## config.mk

```make
export PLATFORM = sky130hd
export DESIGN_NAME = sleep_mode_power_controller
export DESIGN_NICKNAME = d
export VERILOG_FILES = /design/src/rtl/sleep_mode_power_controller.v
export VERILOG_INCLUDE_DIRS = /design/src /design/src/rtl
export SDC_FILE = /design/constraint.sdc
export NUM_CORES = 1
export LEC_CHECK = 0
export BUFFER_PORTS_ARGS = -buffer_cell sky130_fd_sc_hd__clkbuf_2
export CORE_MARGIN = 2
export CORE_UTILIZATION = 47
export CTS_CLUSTER_DIAMETER = 60
export DETAILED_ROUTE_END_ITERATION = 8
export GPL_TIMING_DRIVEN = 0
export PLACE_DENSITY = 0.76
export SETUP_SLACK_MARGIN = 0.4
export SLEW_MARGIN = 20
export SYNTH_ARGS = -nofsm -noshare
export SYNTH_HDL_FRONTEND = slang
export SYNTH_SLANG_ARGS = --single-unit
export TNS_END_PERCENT = 50
```

## constraint.sdc

```tcl
create_clock -name clk_sys -period 2.44 [get_ports clk_sys]
set_input_delay 0 -clock clk_sys [delete_from_list [all_inputs] [get_ports clk_sys]]
set_output_delay 0 -clock clk_sys [all_outputs]
set_load 0.01 [all_outputs]
```

## src/rtl/sleep_ctrl_defines.vh

```
// Register offsets, field positions, reset values and timing counts for the sleep controller
`ifndef SLEEP_CTRL_DEFINES_VH
`define SLEEP_CTRL_DEFINES_VH

// =====================================================================
// Register byte addresses on APB
`define OFS_SLEEP_CTRL      12'h000
`define OFS_MCU_CTRL        12'h004
`define OFS_POWER_RED       12'h008
`define OFS_STATUS          12'h00C
`define OFS_WAKE_CFG        12'h010

// =====================================================================
// Field positions
`define SLP_ARM_BIT         0
`define SLP_MODE_LSB        1
`define BOD_OFF_BIT         6
`define BOD_WEN_BIT         5

// =====================================================================
// Reset values
`define SLEEP_CTRL_RST      4'h0
`define POWER_RED_RST       8'h00

// =====================================================================
// Mode codes
`define MODE_IDLE           3'h0
`define MODE_ADCNR          3'h1
`define MODE_PDOWN          3'h2
`define MODE_PSAVE          3'h3
`define MODE_STBY           3'h6

// =====================================================================
// Timing: clock 250 MHz, BOD_WAKE_NS in ns, other counts in clock cycles
`define CLK_MHZ             250
`define BOD_WAKE_NS         60000
`define BOD_WAKE_CYC        ((`BOD_WAKE_NS * `CLK_MHZ + 999) / 1000)
`define BOD_SEQ_WIN         3'h4
`define BOD_ACT_DLY         3'h3
`define BOD_ACT_LEN         3'h3
`define IRQ_HOLD_CYC        32'h4
`define STBY_WAKE_CYC       32'h6

`endif

```

## src/rtl/sleep_mode_power_controller.v

```verilog
// Sleep-mode and power controller with APB register access
`timescale 1ns/10ps
`include "sleep_ctrl_defines.vh"

module sleep_mode_power_controller #(
  parameter PR_BITS     = 8,
  parameter BOD_WAKE    = `BOD_WAKE_CYC,
  parameter START_SCALE = 256
) (
  // Clock and reset
  input  wire                clk_sys,
  input  wire                rst_n,
  // APB slave
  input  wire                psel,
  input  wire                penable,
  input  wire                pwrite,
  input  wire [11:0]         paddr,
  input  wire [31:0]         pwdata,
  output reg                 pready,
  output reg  [31:0]         prdata,
  output reg                 pslverr,
  // Core handshake
  input  wire                sleep_instr,
  input  wire                irq_pending,
  output reg                 sleep_done,
  output reg                 core_hold,
  // Configuration inputs
  input  wire [3:0]          clock_source_select_fuses,
  input  wire                crystal_selected,
  input  wire                adc_enabled,
  input  wire                t2_async,
  input  wire                t2_sync,
  input  wire                disp_async,
  input  wire                disp_sync,
  input  wire [1:0]          timer2_irq_mask,
  input  wire                global_irq_en,
  // Wake sources
  input  wire                any_irq,
  input  wire                adc_done,
  input  wire                reset_wake,
  input  wire                disp_irq,
  input  wire                serial_start_irq,
  input  wire                t2_irq,
  input  wire [1:0]          t2_events,
  input  wire                store_ready_irq,
  input  wire                ext_irq_zero_level,
  input  wire                pin_change_irq,
  // Clock and power gates, high means running
  output reg                 core_clock_en,
  output reg                 flash_clock_en,
  output reg                 io_clock_en,
  output reg                 adc_clock_en,
  output reg                 async_clock_en,
  output reg                 main_osc_en,
  output reg                 timer_osc_en,
  output reg                 brownout_detector_en,
  output reg                 adc_start,
  output reg  [PR_BITS-1:0]  periph_clock_en,
  output reg  [PR_BITS-1:0]  periph_access_en
);

  // ===================================================================
  // States
  // One-hot so a stray state is caught by the default branch and sent home
  // to run; the wait counter is shared by the start-up and hold phases
  localparam ST_RUN   = 4'b0001;
  localparam ST_SLEEP = 4'b0010;
  localparam ST_START = 4'b0100;
  localparam ST_HOLD  = 4'b1000;

  reg [3:0]          state_reg;
  reg [3:0]          sleep_ctrl_reg;
  reg [PR_BITS-1:0]  power_reduction_reg;
  reg                seq_armed_reg;
  reg [2:0]          seq_cnt_reg;
  reg [2:0]          bod_dly_reg;
  reg [2:0]          bod_act_reg;
  reg                bod_off_reg;
  reg                bod_was_off_reg;
  reg [2:0]          mode_reg;
  reg [31:0]         wait_reg;
  reg                irq_wake_reg;

  wire [2:0] mode_sel  = sleep_ctrl_reg[3:1];
  wire       apb_acc   = psel & penable;
  wire       apb_wr    = apb_acc & pwrite;
  wire       bod_act   = (bod_act_reg != 3'h0);
  wire       bod_allow = (mode_sel == `MODE_PDOWN) | (mode_sel == `MODE_PSAVE) |
                         (mode_sel == `MODE_STBY);
  wire       mode_ok   = (mode_sel == `MODE_IDLE) | (mode_sel == `MODE_ADCNR) | bod_allow;
  wire [31:0] start_cyc = ({28'h0, clock_source_select_fuses} + 32'h1) * START_SCALE;

  // ===================================================================
  // Wake qualification per mode
  // Wake levels are sampled every cycle; a source that drops its level
  // before the sleeping state sees it is simply lost
  reg wake_req;
  reg wake_is_irq;
  always @* begin
    wake_req    = 1'b0;
    wake_is_irq = 1'b1;
    case (mode_reg)
      `MODE_IDLE:  wake_req = any_irq | reset_wake;
      `MODE_ADCNR: wake_req = adc_done | reset_wake | disp_irq | serial_start_irq |
                              t2_irq | store_ready_irq | ext_irq_zero_level |
                              pin_change_irq;
      `MODE_PSAVE: wake_req = reset_wake | serial_start_irq | ext_irq_zero_level |
                              pin_change_irq | disp_irq |
                              (global_irq_en & |(t2_events & timer2_irq_mask));
      default:     wake_req = reset_wake | serial_start_irq | ext_irq_zero_level |
                              pin_change_irq;
    endcase
    if (reset_wake)
      wake_is_irq = 1'b0;
  end

  // ===================================================================
  // Timed write sequence for bod_sleep_off
  // The unlock window counts down from the first write; a second unlock
  // write restarts it, and the set write must land while it is still open
  always @(posedge clk_sys) begin
    if (!rst_n) begin
      seq_armed_reg <= 1'b0;
      seq_cnt_reg   <= 3'h0;
      bod_dly_reg   <= 3'h0;
      bod_act_reg   <= 3'h0;
    end else begin
      if (seq_cnt_reg != 3'h0)
        seq_cnt_reg <= seq_cnt_reg - 3'h1;
      else
        seq_armed_reg <= 1'b0;
      if (apb_wr && paddr == `OFS_MCU_CTRL) begin
        if (pwdata[`BOD_OFF_BIT] && pwdata[`BOD_WEN_BIT]) begin
          seq_armed_reg <= 1'b1;
          seq_cnt_reg   <= `BOD_SEQ_WIN;
        end else if (pwdata[`BOD_OFF_BIT] && seq_armed_reg) begin
          seq_armed_reg <= 1'b0;
          seq_cnt_reg   <= 3'h0;
          bod_dly_reg   <= `BOD_ACT_DLY;
        end
      end
      if (bod_dly_reg != 3'h0) begin
        bod_dly_reg <= bod_dly_reg - 3'h1;
        if (bod_dly_reg == 3'h1)
          bod_act_reg <= `BOD_ACT_LEN;
      end else if (bod_act_reg != 3'h0)
        bod_act_reg <= bod_act_reg - 3'h1;
    end
  end

  // ===================================================================
  // Registers and sleep sequencer
  // Standby without a crystal and reserved mode codes are refused: the
  // core simply carries on, as after an unarmed sleep
  always @(posedge clk_sys) begin
    if (!rst_n) begin
      state_reg           <= ST_RUN;
      sleep_ctrl_reg      <= `SLEEP_CTRL_RST;
      power_reduction_reg <= `POWER_RED_RST;
      bod_off_reg         <= 1'b0;
      bod_was_off_reg     <= 1'b0;
      mode_reg            <= `MODE_IDLE;
      wait_reg            <= 32'h0;
      irq_wake_reg        <= 1'b0;
      sleep_done          <= 1'b0;
    end else begin
      sleep_done <= 1'b0;
      if (apb_wr && paddr == `OFS_SLEEP_CTRL)
        sleep_ctrl_reg <= pwdata[3:0];
      if (apb_wr && paddr == `OFS_POWER_RED)
        power_reduction_reg <= pwdata[PR_BITS-1:0];
      case (state_reg)
        ST_RUN: begin
          if (sleep_instr && sleep_ctrl_reg[`SLP_ARM_BIT] && mode_ok &&
              !(mode_sel == `MODE_STBY && !crystal_selected)) begin
            state_reg <= ST_SLEEP;
            mode_reg  <= mode_sel;
            bod_off_reg     <= bod_act & bod_allow;
            bod_was_off_reg <= bod_act & bod_allow;
          end else if (sleep_instr) begin
            sleep_done <= 1'b1;
          end
        end
        ST_SLEEP: begin
          if (wake_req) begin
            state_reg    <= ST_START;
            irq_wake_reg <= wake_is_irq;
            bod_off_reg  <= 1'b0;
            if (mode_reg == `MODE_STBY)
              wait_reg <= `STBY_WAKE_CYC;
            else if (mode_reg == `MODE_PDOWN || mode_reg == `MODE_PSAVE)
              wait_reg <= start_cyc;
            else
              wait_reg <= 32'h1;
            if (bod_was_off_reg && BOD_WAKE > start_cyc)
              wait_reg <= BOD_WAKE;
          end
        end
        ST_START: begin
          if (wait_reg > 32'h1)
            wait_reg <= wait_reg - 32'h1;
          else begin
            state_reg <= ST_HOLD;
            // A reset wake skips the extra hold; only an interrupt wake needs it
            // hold lasts four cycles on irq wake, one on reset wake
            wait_reg  <= irq_wake_reg ? `IRQ_HOLD_CYC : 32'h1;
          end
        end
        ST_HOLD: begin
          if (wait_reg > 32'h1)
            wait_reg <= wait_reg - 32'h1;
          else begin
            state_reg       <= ST_RUN;
            bod_was_off_reg <= 1'b0;
            sleep_done      <= 1'b1;
          end
        end
        default: state_reg <= ST_RUN;
      endcase
    end
  end

  // ===================================================================
  // Clock gating per mode, registered so outputs come from flops
  // Gates follow the state one cycle late, as core_hold does; both change at
  // the same edge, so a late gate costs power for a cycle but never correctness
  wire asleep = (state_reg == ST_SLEEP);
  always @(posedge clk_sys) begin
    if (!rst_n) begin
      core_clock_en        <= 1'b1;
      flash_clock_en       <= 1'b1;
      io_clock_en          <= 1'b1;
      adc_clock_en         <= 1'b1;
      async_clock_en       <= 1'b1;
      main_osc_en          <= 1'b1;
      timer_osc_en         <= 1'b1;
      brownout_detector_en <= 1'b1;
      adc_start            <= 1'b0;
      core_hold            <= 1'b0;
    end else begin
      core_hold            <= (state_reg != ST_RUN);
      brownout_detector_en <= ~bod_off_reg;
      adc_start <= (state_reg == ST_RUN) && sleep_instr && sleep_ctrl_reg[`SLP_ARM_BIT] &&
                   adc_enabled && (mode_sel == `MODE_IDLE || mode_sel == `MODE_ADCNR);
      core_clock_en  <= 1'b1;
      flash_clock_en <= 1'b1;
      io_clock_en    <= 1'b1;
      adc_clock_en   <= 1'b1;
      async_clock_en <= 1'b1;
      main_osc_en    <= 1'b1;
      timer_osc_en   <= 1'b1;
      if (asleep) begin
        core_clock_en  <= 1'b0;
        flash_clock_en <= 1'b0;
        case (mode_reg)
          `MODE_IDLE: io_clock_en <= 1'b1;
          `MODE_ADCNR: io_clock_en <= 1'b0;
          // Main clock stays only for a synchronously clocked timer2 or display
          // power-save, unused oscillators stop
          `MODE_PSAVE: begin
            io_clock_en    <= 1'b0;
            adc_clock_en   <= 1'b0;
            async_clock_en <= t2_async | disp_async;
            timer_osc_en   <= t2_async | disp_async;
            main_osc_en    <= t2_sync | disp_sync;
          end
          `MODE_STBY: begin
            io_clock_en    <= 1'b0;
            adc_clock_en   <= 1'b0;
            async_clock_en <= 1'b0;
            timer_osc_en   <= 1'b0;
          end
          default: begin
            io_clock_en    <= 1'b0;
            adc_clock_en   <= 1'b0;
            async_clock_en <= 1'b0;
            timer_osc_en   <= 1'b0;
            main_osc_en    <= 1'b0;
          end
        endcase
      end
    end
  end

  // ===================================================================
  // Per-peripheral gating from the power reduction bits
  // The peripheral keeps its own flops; only its clock and bus access
  // are withheld, so clearing the bit resumes it where it stopped
  genvar gi;
  generate
    for (gi = 0; gi < PR_BITS; gi = gi + 1) begin : g_pr
      always @(posedge clk_sys) begin
        if (!rst_n) begin
          periph_clock_en[gi]  <= 1'b1;
          periph_access_en[gi] <= 1'b1;
        end else begin
          // stop and block, resume on clear
          periph_clock_en[gi]  <= ~power_reduction_reg[gi] & io_clock_en;
          periph_access_en[gi] <= ~power_reduction_reg[gi];
        end
      end
    end
  endgenerate

  // ===================================================================
  // APB read path, zero-wait; unmapped reads zero with error
  // Read data is captured at the setup edge, so a read sees the state one
  // cycle before the access edge; writes land at the access edge only
  always @(posedge clk_sys) begin
    if (!rst_n) begin
      pready  <= 1'b0;
      prdata  <= 32'h0;
      pslverr <= 1'b0;
    end else begin
      pready  <= psel & ~penable;
      pslverr <= 1'b0;
      prdata  <= 32'h0;
      if (psel && !penable) begin
        case (paddr)
          `OFS_SLEEP_CTRL: prdata <= {28'h0, sleep_ctrl_reg};
          `OFS_MCU_CTRL:   prdata <= {25'h0, bod_act, seq_armed_reg, 5'h0};
          `OFS_POWER_RED:  prdata <= {{(32-PR_BITS){1'b0}}, power_reduction_reg};
          `OFS_STATUS:     prdata <= {24'h0, bod_was_off_reg, mode_reg, state_reg};
          default:         pslverr <= 1'b1;
        endcase
      end
    end
  end

endmodule

```

==> results of run 1 <==
area by class of cell:
type / count / area (µm²)
well taps: 136 / 170
repair buffers: 122 / 796
multi-input cells: 417 / 2770
fillers: 878 / 3800
clock buffers: 9 / 124
inverters: 12 / 45.0
plain buffers: 52 / 389
flip-flops and latches: 99 / 1990
clock inverters: 7 / 98.8
Yosys cell counts, types with 9 or more instances:
| master | n |
|---|---|
| sky130_fd_sc_hd__dfxtp_1 | 99 |
| sky130_fd_sc_hd__nor2_1 | 56 |
| sky130_fd_sc_hd__nand2_1 | 53 |
| sky130_fd_sc_hd__o21ai_0 | 35 |
| sky130_fd_sc_hd__buf_4 | 27 |
| sky130_fd_sc_hd__nor2b_1 | 25 |
| sky130_fd_sc_hd__mux2i_1 | 20 |
| sky130_fd_sc_hd__a21oi_1 | 17 |
| sky130_fd_sc_hd__clkbuf_1 | 16 |
| sky130_fd_sc_hd__nor3_1 | 14 |
| sky130_fd_sc_hd__inv_1 | 12 |
| sky130_fd_sc_hd__nor4_1 | 12 |
| sky130_fd_sc_hd__nand3_1 | 11 |
| sky130_fd_sc_hd__xor2_1 | 11 |
| sky130_fd_sc_hd__ha_1 | 10 |
| sky130_fd_sc_hd__nand4_1 | 9 |
routing by layer:
layer  part of all wire  up-vias
li1                   -     2248
met4              0.026        0
met5                  0        -
met2               0.50      209
met3              0.060       32
met1               0.42     2234
metrics by stage:
step                utilization  total power (µW)  hold slack, ns  std cells
finish                    0.627              3460          0.0387        854
global route              0.627              3610          0.0479        854
CTS                       0.604              3460         0.00379        842
detailed placement        0.548              2290           0.237        802
global placement          0.548              2240           0.231        802
floorplan                     -              2130           0.108        580
worst min-delay path, delay by kind of cell:
kind / cells / cell delay, ns
buffers and inverters: 1 / 0.13
AOI/OAI and AO/OA: 2 / 0.25
where the power goes:
part	internal, µW	switching [µW]
Clock	585	597
Sequential	1680	40.8
Combinational	257	302
Total	2520	940
cell families after synthesis:
| group | after synthesis | synth area share |
|---|---|---|
| and+or+nand+nor | 228 | 0.247 |
| AOI/OAI and AO/OA | 114 | 0.160 |
| DFF | 99 | 0.408 |
| buffers and inverters | 64 | 0.0760 |
| muxes | 26 | 0.0551 |
| xor gates and xnor gates | 15 | 0.0270 |
| adders and majority gates | 10 | 0.0258 |
| other | 1 | 0.000772 |
final timing paths:
| check | start | endpoint | slack (ns) |
|---|---|---|---|
| worst min register to register | bod_off_reg | brownout_detector_en | 0.40 |
| worst max-delay path | wait_reg[17] | wait_reg[18] | -0.21 |
| worst max register to register | wait_reg[17] | wait_reg[18] | -0.21 |
| worst min-delay path | clock_source_select_fuses[0] | wait_reg[8] | 0.04 |
timing repair:
action | CTS | global route
setup buffers | 8 | 9
resized for setup | 39 | 27
endpoints found under the hold margin | 19 | 0
setup endpoints to repair | 37 | 41
cloned | 1 | 3
hold buffers | 15 | 0
pin swaps | 12 | 10
==> impl_metrics.py, run 1 <==
metrics = {
    "setup_path": {
        "crit_family": "simple AND/OR/NAND/NOR gates",
        "cp.depth": 10,
        "worst_ep_required_time_ns": 2.75,
        "cp-end-kind": "register",
        "number_of_buffers_and_inverters_on_the_critical_path": 3,
        "worst_ep_arrival_time_ns": 2.95,
        "crit_fanout": 8,
        "length_in_cells_of_the_worst_reg_to_reg_path": 10,
        "worst-setup-path-type": "reg2reg",
        "worst_path_largest_cell_delay_ns": 0.53,
        "critical_path.startpoint_type": "register",
        "critPathSlowestCell": "sky130_fd_sc_hd__or4_4",
        "path_cells": "or4_4, buf_6, nor3_4, nand3_4, or4_4, buf_8, buf_8, nand4_1, xnor2_1, nor2b_1",
    },
    "sta": {
        "final_critical_path_setup_slack_ns": -0.206,
        "drv_slew": 0,
        "setup_tns_ns": -3.89,
        "final.setup_skew_ns": 0.0120,
        "tightest_slew_ns": 0.764,
        "clock.fmax_ghz": 0.378,
        "setup-violations-final": 33,
        "final.period_utilization": 1.08,
        "min_period_ns": 2.65,
        "hold_viol_final": 0,
        "grt_setup_unrepaired": "yes",
        "max-slew-margin-rel": 0.487,
    },
    "cells_and_area": {
        "post_route_cells_drive_above_1_share": 0.308,
        "mostFrequentLayoutCells": "sky130_fd_sc_hd__dfxtp_1, sky130_fd_sc_hd__clkbuf_2, sky130_fd_sc_hd__nor2_1, sky130_fd_sc_hd__nand2_1, sky130_fd_sc_hd__buf_4",
        "postLayoutCellArea_um2": 6390,
        "layout-area-overhead-vs-synth_pct": 31.5,
        "insertedDiodeCount": 0,
        "most_common_library_cell_in_the_layout_ignoring_fill_and_taps": "sky130_fd_sc_hd__dfxtp_1",
        "design.final.nets": 798,
        "largest_register_ffs": 32,
    },
    "grt": {
        "globalRouteTotalUtil": 0.235,
        "gr_overflow_total": 0,
        "grtUsageMet2": 0.397,
        "grt_pass1_vias": 4350,
        "grtUsageMet3": 0.0581,
        "antenna_found_initial": 0,
        "use_met1": 0.294,
        "global_route_wire_length_before_repair_mm": 21.0,
        "grt_max_degree": 18,
        "global_route.peak_usage_layer": "met2",
    },
    "synth": {
        "ys_async_sr_fraction": 0,
        "synth_cell_types": 68,
        "synth.largest_area_cell": "sky130_fd_sc_hd__dfxtp_1",
        "ys_seq_elements": 99,
        "synth_enable_flop_cells": 0,
        "yosysTopAreaCellShare": 0.408,
        "syn_area_um2": 4860,
        "synth-warning-count": 0,
        "syn_inst": 557,
        "netlist_top_cells_area": "sky130_fd_sc_hd__dfxtp_1, sky130_fd_sc_hd__nor2_1, sky130_fd_sc_hd__buf_4",
        "synth_top_flop_cell": "sky130_fd_sc_hd__dfxtp_1",
        "ys_seq_area_frac": 0.408,
        "syn_avg_cell_area_um2": 8.72,
    },
    "routing": {
        "routed-via-count": 4723,
        "drc_errors": 0,
        "wl_mm": 13.7,
        "vias_per_cell": 5.53,
        "detail-route-antenna-nets": 0,
        "iteration_0_drc_count_of_the_detailed_router": 403,
        "drt_first_pass_iters": 5,
        "routed_wire_per_std_cell_um": 16.1,
    },
    "floorplanning": {
        "initial_core_util": 0.477,
        "num_ports": 136,
        "fp.dieW_um": 106,
        "design.core.area_um2": 10200,
        "rows": 37,
        "floorplan.die.height_um": 106,
        "floorplan.die_area_um2": 11200,
    },
    "flow_run": {
        "timing.max_cap.violations": 0,
    },
    "clocking": {
        "cts_max_path_bufs": 2,
        "cts_root_buf": "sky130_fd_sc_hd__clkbuf_8",
        "worst_skew_pair.late_latency_ns": 0.38,
        "cts.sinks": 99,
        "number_of_cts_inserted_buffers": 9,
        "cts.reportedPaths.clkPinSlew_ns": 0.10,
        "clock_tree.htree_level_count": 3,
        "tritoncts": "done",
    },
    "placed_design": {
        "post-dp-hpwl_mm": 9.38,
        "rd_place_congestion": 0.914,
        "preCtsSetupSlack_ns": -0.560,
        "numPortBuffers": 86,
        "cell_area_after_placement_um2": 5580,
    },
    "pwr": {
        "pwr_density_cell_nw_per_um2": 541,
        "max-vdd-ir-drop_uv": 432,
        "total_leakage_power_uw": 0.00272,
    },
    "run_status": {
        "violations": "negative setup slack",
        "status": "finished, violations left",
    },
    "worst_hold_path": {
        "min_path_cells": 3,
        "timing.hold.worst.class": "in2reg",
    },
}
No activity file was read; power rests on OpenSTA's default activity.
==> inputs of run 2 (changes only) <==
--- a/config.mk
+++ b/config.mk
@@ -7,12 +7,14 @@
 export NUM_CORES = 1
 export LEC_CHECK = 0
 export BUFFER_PORTS_ARGS = -buffer_cell sky130_fd_sc_hd__clkbuf_2
+export CELL_PAD_IN_SITES_DETAIL_PLACEMENT = 0
+export CELL_PAD_IN_SITES_GLOBAL_PLACEMENT = 1
 export CORE_MARGIN = 2
-export CORE_UTILIZATION = 47
+export CORE_UTILIZATION = 35
 export CTS_CLUSTER_DIAMETER = 60
 export DETAILED_ROUTE_END_ITERATION = 8
 export GPL_TIMING_DRIVEN = 0
-export PLACE_DENSITY = 0.76
+export PLACE_DENSITY_LB_ADDON = 0.1
 export SETUP_SLACK_MARGIN = 0.4
 export SLEW_MARGIN = 20
 export SYNTH_ARGS = -nofsm -noshare
==> run 2 against run 1 <==
Via count shrank 4.7%. Register-to-register slack better by 0.06 ns. Design area grew 1.9%. Combinational power shrank 3%. The flow still finishes with violations (negative setup slack). Maximum frequency increased by 2.4%. Count of clock-buffer cells in the layout rose by 1. Utilization down 15 points. Critical path type unchanged. Sequential power about the same.
==> impl_metrics.py, run 2 (synthesis gave the netlist of run 1 again) <==
metrics = {
    "floorplanning": {
        "floorplan.die_area_um2": 14800,
        "floorplan.die.height_um": 122,
        "initial_core_util": 0.354,
        "num_ports": 136,
        "design.core.area_um2": 13700,
        "fp.dieW_um": 122,
        "rows": 43,
    },
    "placed_design": {
        "placed_cells": 846,
        "post-dp-hpwl_mm": 9.68,
        "numPortBuffers": 86,
        "preCtsSetupSlack_ns": -0.614,
        "rd_place_congestion": 0.852,
    },
    "pwr": {
        "pwr_density_cell_nw_per_um2": 566,
        "total_leakage_power_uw": 0.00278,
        "max-vdd-ir-drop_uv": 275,
    },
    "cells_and_area": {
        "design.final.nets": 799,
        "largest_register_ffs": 32,
        "mostFrequentLayoutCells": "sky130_fd_sc_hd__dfxtp_1, sky130_fd_sc_hd__clkbuf_2, sky130_fd_sc_hd__nor2_1, sky130_fd_sc_hd__nand2_1, sky130_fd_sc_hd__buf_4",
        "layout.core_utilization": 0.474,
        "layout.cells.non_filler": 899,
        "post_route_cells_drive_above_1_share": 0.306,
        "insertedDiodeCount": 0,
        "most_common_library_cell_in_the_layout_ignoring_fill_and_taps": "sky130_fd_sc_hd__dfxtp_1",
        "layout-area-overhead-vs-synth_pct": 33.9,
    },
    "sta": {
        "final.period_utilization": 1.06,
        "drv_slew": 0,
        "grt_setup_unrepaired": "yes",
        "final_critical_path_setup_slack_ns": -0.143,
        "clock.fmax_ghz": 0.387,
        "setup-violations-final": 31,
        "final.setup_skew_ns": 0.00821,
        "tightest_slew_ns": 0.841,
        "max-slew-margin-rel": 0.435,
        "min_period_ns": 2.58,
        "hold_viol_final": 0,
    },
    "grt": {
        "globalRouteTotalUtil": 0.190,
        "grt_max_degree": 19,
        "grt_pass1_vias": 4287,
        "global_route_wire_length_before_repair_mm": 21.8,
        "gr_overflow_total": 0,
        "antenna_found_initial": 0,
    },
    "run_status": {
        "status": "finished, violations left",
        "violations": "negative setup slack",
    },
    "setup_path": {
        "worst_ep_required_time_ns": 2.74,
        "r2r_start": "wait_reg[15]",
        "endpoint": "wait_reg[12]",
        "worstReg2RegEnd": "wait_reg[12]",
        "worst_ep_arrival_time_ns": 2.89,
        "worst_setup_path_startpoint": "wait_reg[15]",
        "critical_path.startpoint_type": "register",
        "register_to_register_setup_slack_ns": -0.14,
        "worst-setup-path-type": "reg2reg",
        "cp-end-kind": "register",
        "length_in_cells_of_the_worst_reg_to_reg_path": 10,
        "crit_fanout": 7,
    },
    "worst_hold_path": {
        "hold_path.startpoint": "t2_sync",
        "min_path_cells": 5,
        "timing.hold.worst.class": "in2reg",
    },
    "routing": {
        "drt_first_pass_iters": 4,
        "wl_mm": 13.7,
        "drc_errors": 0,
        "routed-via-count": 4502,
        "iteration_0_drc_count_of_the_detailed_router": 221,
        "detail-route-antenna-nets": 0,
        "routed_wire_per_std_cell_um": 15.2,
        "vias_per_cell": 5.01,
    },
    "clocking": {
        "number_of_cts_inserted_buffers": 9,
        "cts.reportedPaths.clkPinSlew_ns": 0.07,
        "cts_max_path_bufs": 2,
        "tritoncts": "done",
        "cts.sinks": 99,
        "clock_tree.htree_level_count": 3,
        "worst_skew_pair.late_latency_ns": 0.36,
        "cts_root_buf": "sky130_fd_sc_hd__clkbuf_16",
    },
    "flow_run": {
        "timing.max_cap.violations": 0,
    },
}
## run 2: changes by cell type in the layout (fill, tap and decap cells not counted), moves of 2 or more
cell | before | now
sky130_fd_sc_hd__clkbuf_8 | 9 | 2
sky130_fd_sc_hd__o21ai_2 | 6 | 4
sky130_fd_sc_hd__dfxtp_2 | 2 | 0
sky130_fd_sc_hd__clkbuf_16 | 3 | 11
sky130_fd_sc_hd__inv_6 | 2 | 4
sky130_fd_sc_hd__dfxtp_1 | 95 | 97
sky130_fd_sc_hd__bufinv_16 | 2 | 0
sky130_fd_sc_hd__o21ai_1 | 1 | 3
## run 2: how the worst min path moves through the flow
stage | endpoint | slack, ns
2_1_floorplan | pready | 0.11
3_3_place_gp | adc_start | 0.23
3_5_place_dp | adc_start | 0.23
4_1_cts | main_osc_en | 0.001
5_1_grt | sleep_done | 0.03
6_report | main_osc_en | 0.004
## run 2: timing repair
item,CTS,global route
gates cloned,1,2
hold endpoints to repair,18,0
pin swaps,15,5
gates resized for setup,37,27
setup buffers,14,4
endpoints found under the setup margin,37,42
hold buffers,16,0
## run 2: layout make-up
cell class                 instances  area (µm²)
multi-input combinational        417        2780
timing repair buffer             123         791
inverter                          12        45.0
buffer                            52         387
fill                            1375        7210
tap                              180         225
sequential                        99        1990
clock inverter                     6        51.3
clock buffer                      10         239
## run 2: layer usage
layer	GRT usage	routed length, µm
met1	0.247	6310
met2	0.299	6260
met3	0.0468	764
met4	0.0848	339
met5	0	0
## run 2: worst max-delay path, stage by stage (launching register included)
cell and delay (ns):
sky130_fd_sc_hd__dfxtp_4 0.36, sky130_fd_sc_hd__or4_4 0.51, sky130_fd_sc_hd__buf_6 0.15, sky130_fd_sc_hd__nor3_4 0.21, sky130_fd_sc_hd__nand3_4 0.13, sky130_fd_sc_hd__or4_4 0.47
sky130_fd_sc_hd__buf_8 0.16, sky130_fd_sc_hd__and2_4 0.17, sky130_fd_sc_hd__clkbuf_16 0.16, sky130_fd_sc_hd__o21ai_2 0.05, sky130_fd_sc_hd__a32o_1 0.15
## run 2: report_power, final
group	leakage [µW]	total [µW]	internal [µW]	switching, µW
sequential	0.000802	1710	1680	37.1
clock	0.000146	1420	740	684
combinational	0.00183	543	257	286
total	0.00278	3680	2670	1010
## run 2: per-stage QoR
stage,hold slack (ns),setup TNS (ns),power [µW],cell area [µm²]
6_report,0.00446,-3.11,3680,6510
3_5_place_dp,0.226,-10.78,2280,5630
5_1_grt,0.0326,-6.63,3860,6510
4_1_cts,0.00113,-3.47,3730,6340
3_3_place_gp,0.226,-11.18,2250,5630
2_1_floorplan,0.108,0,2130,4980
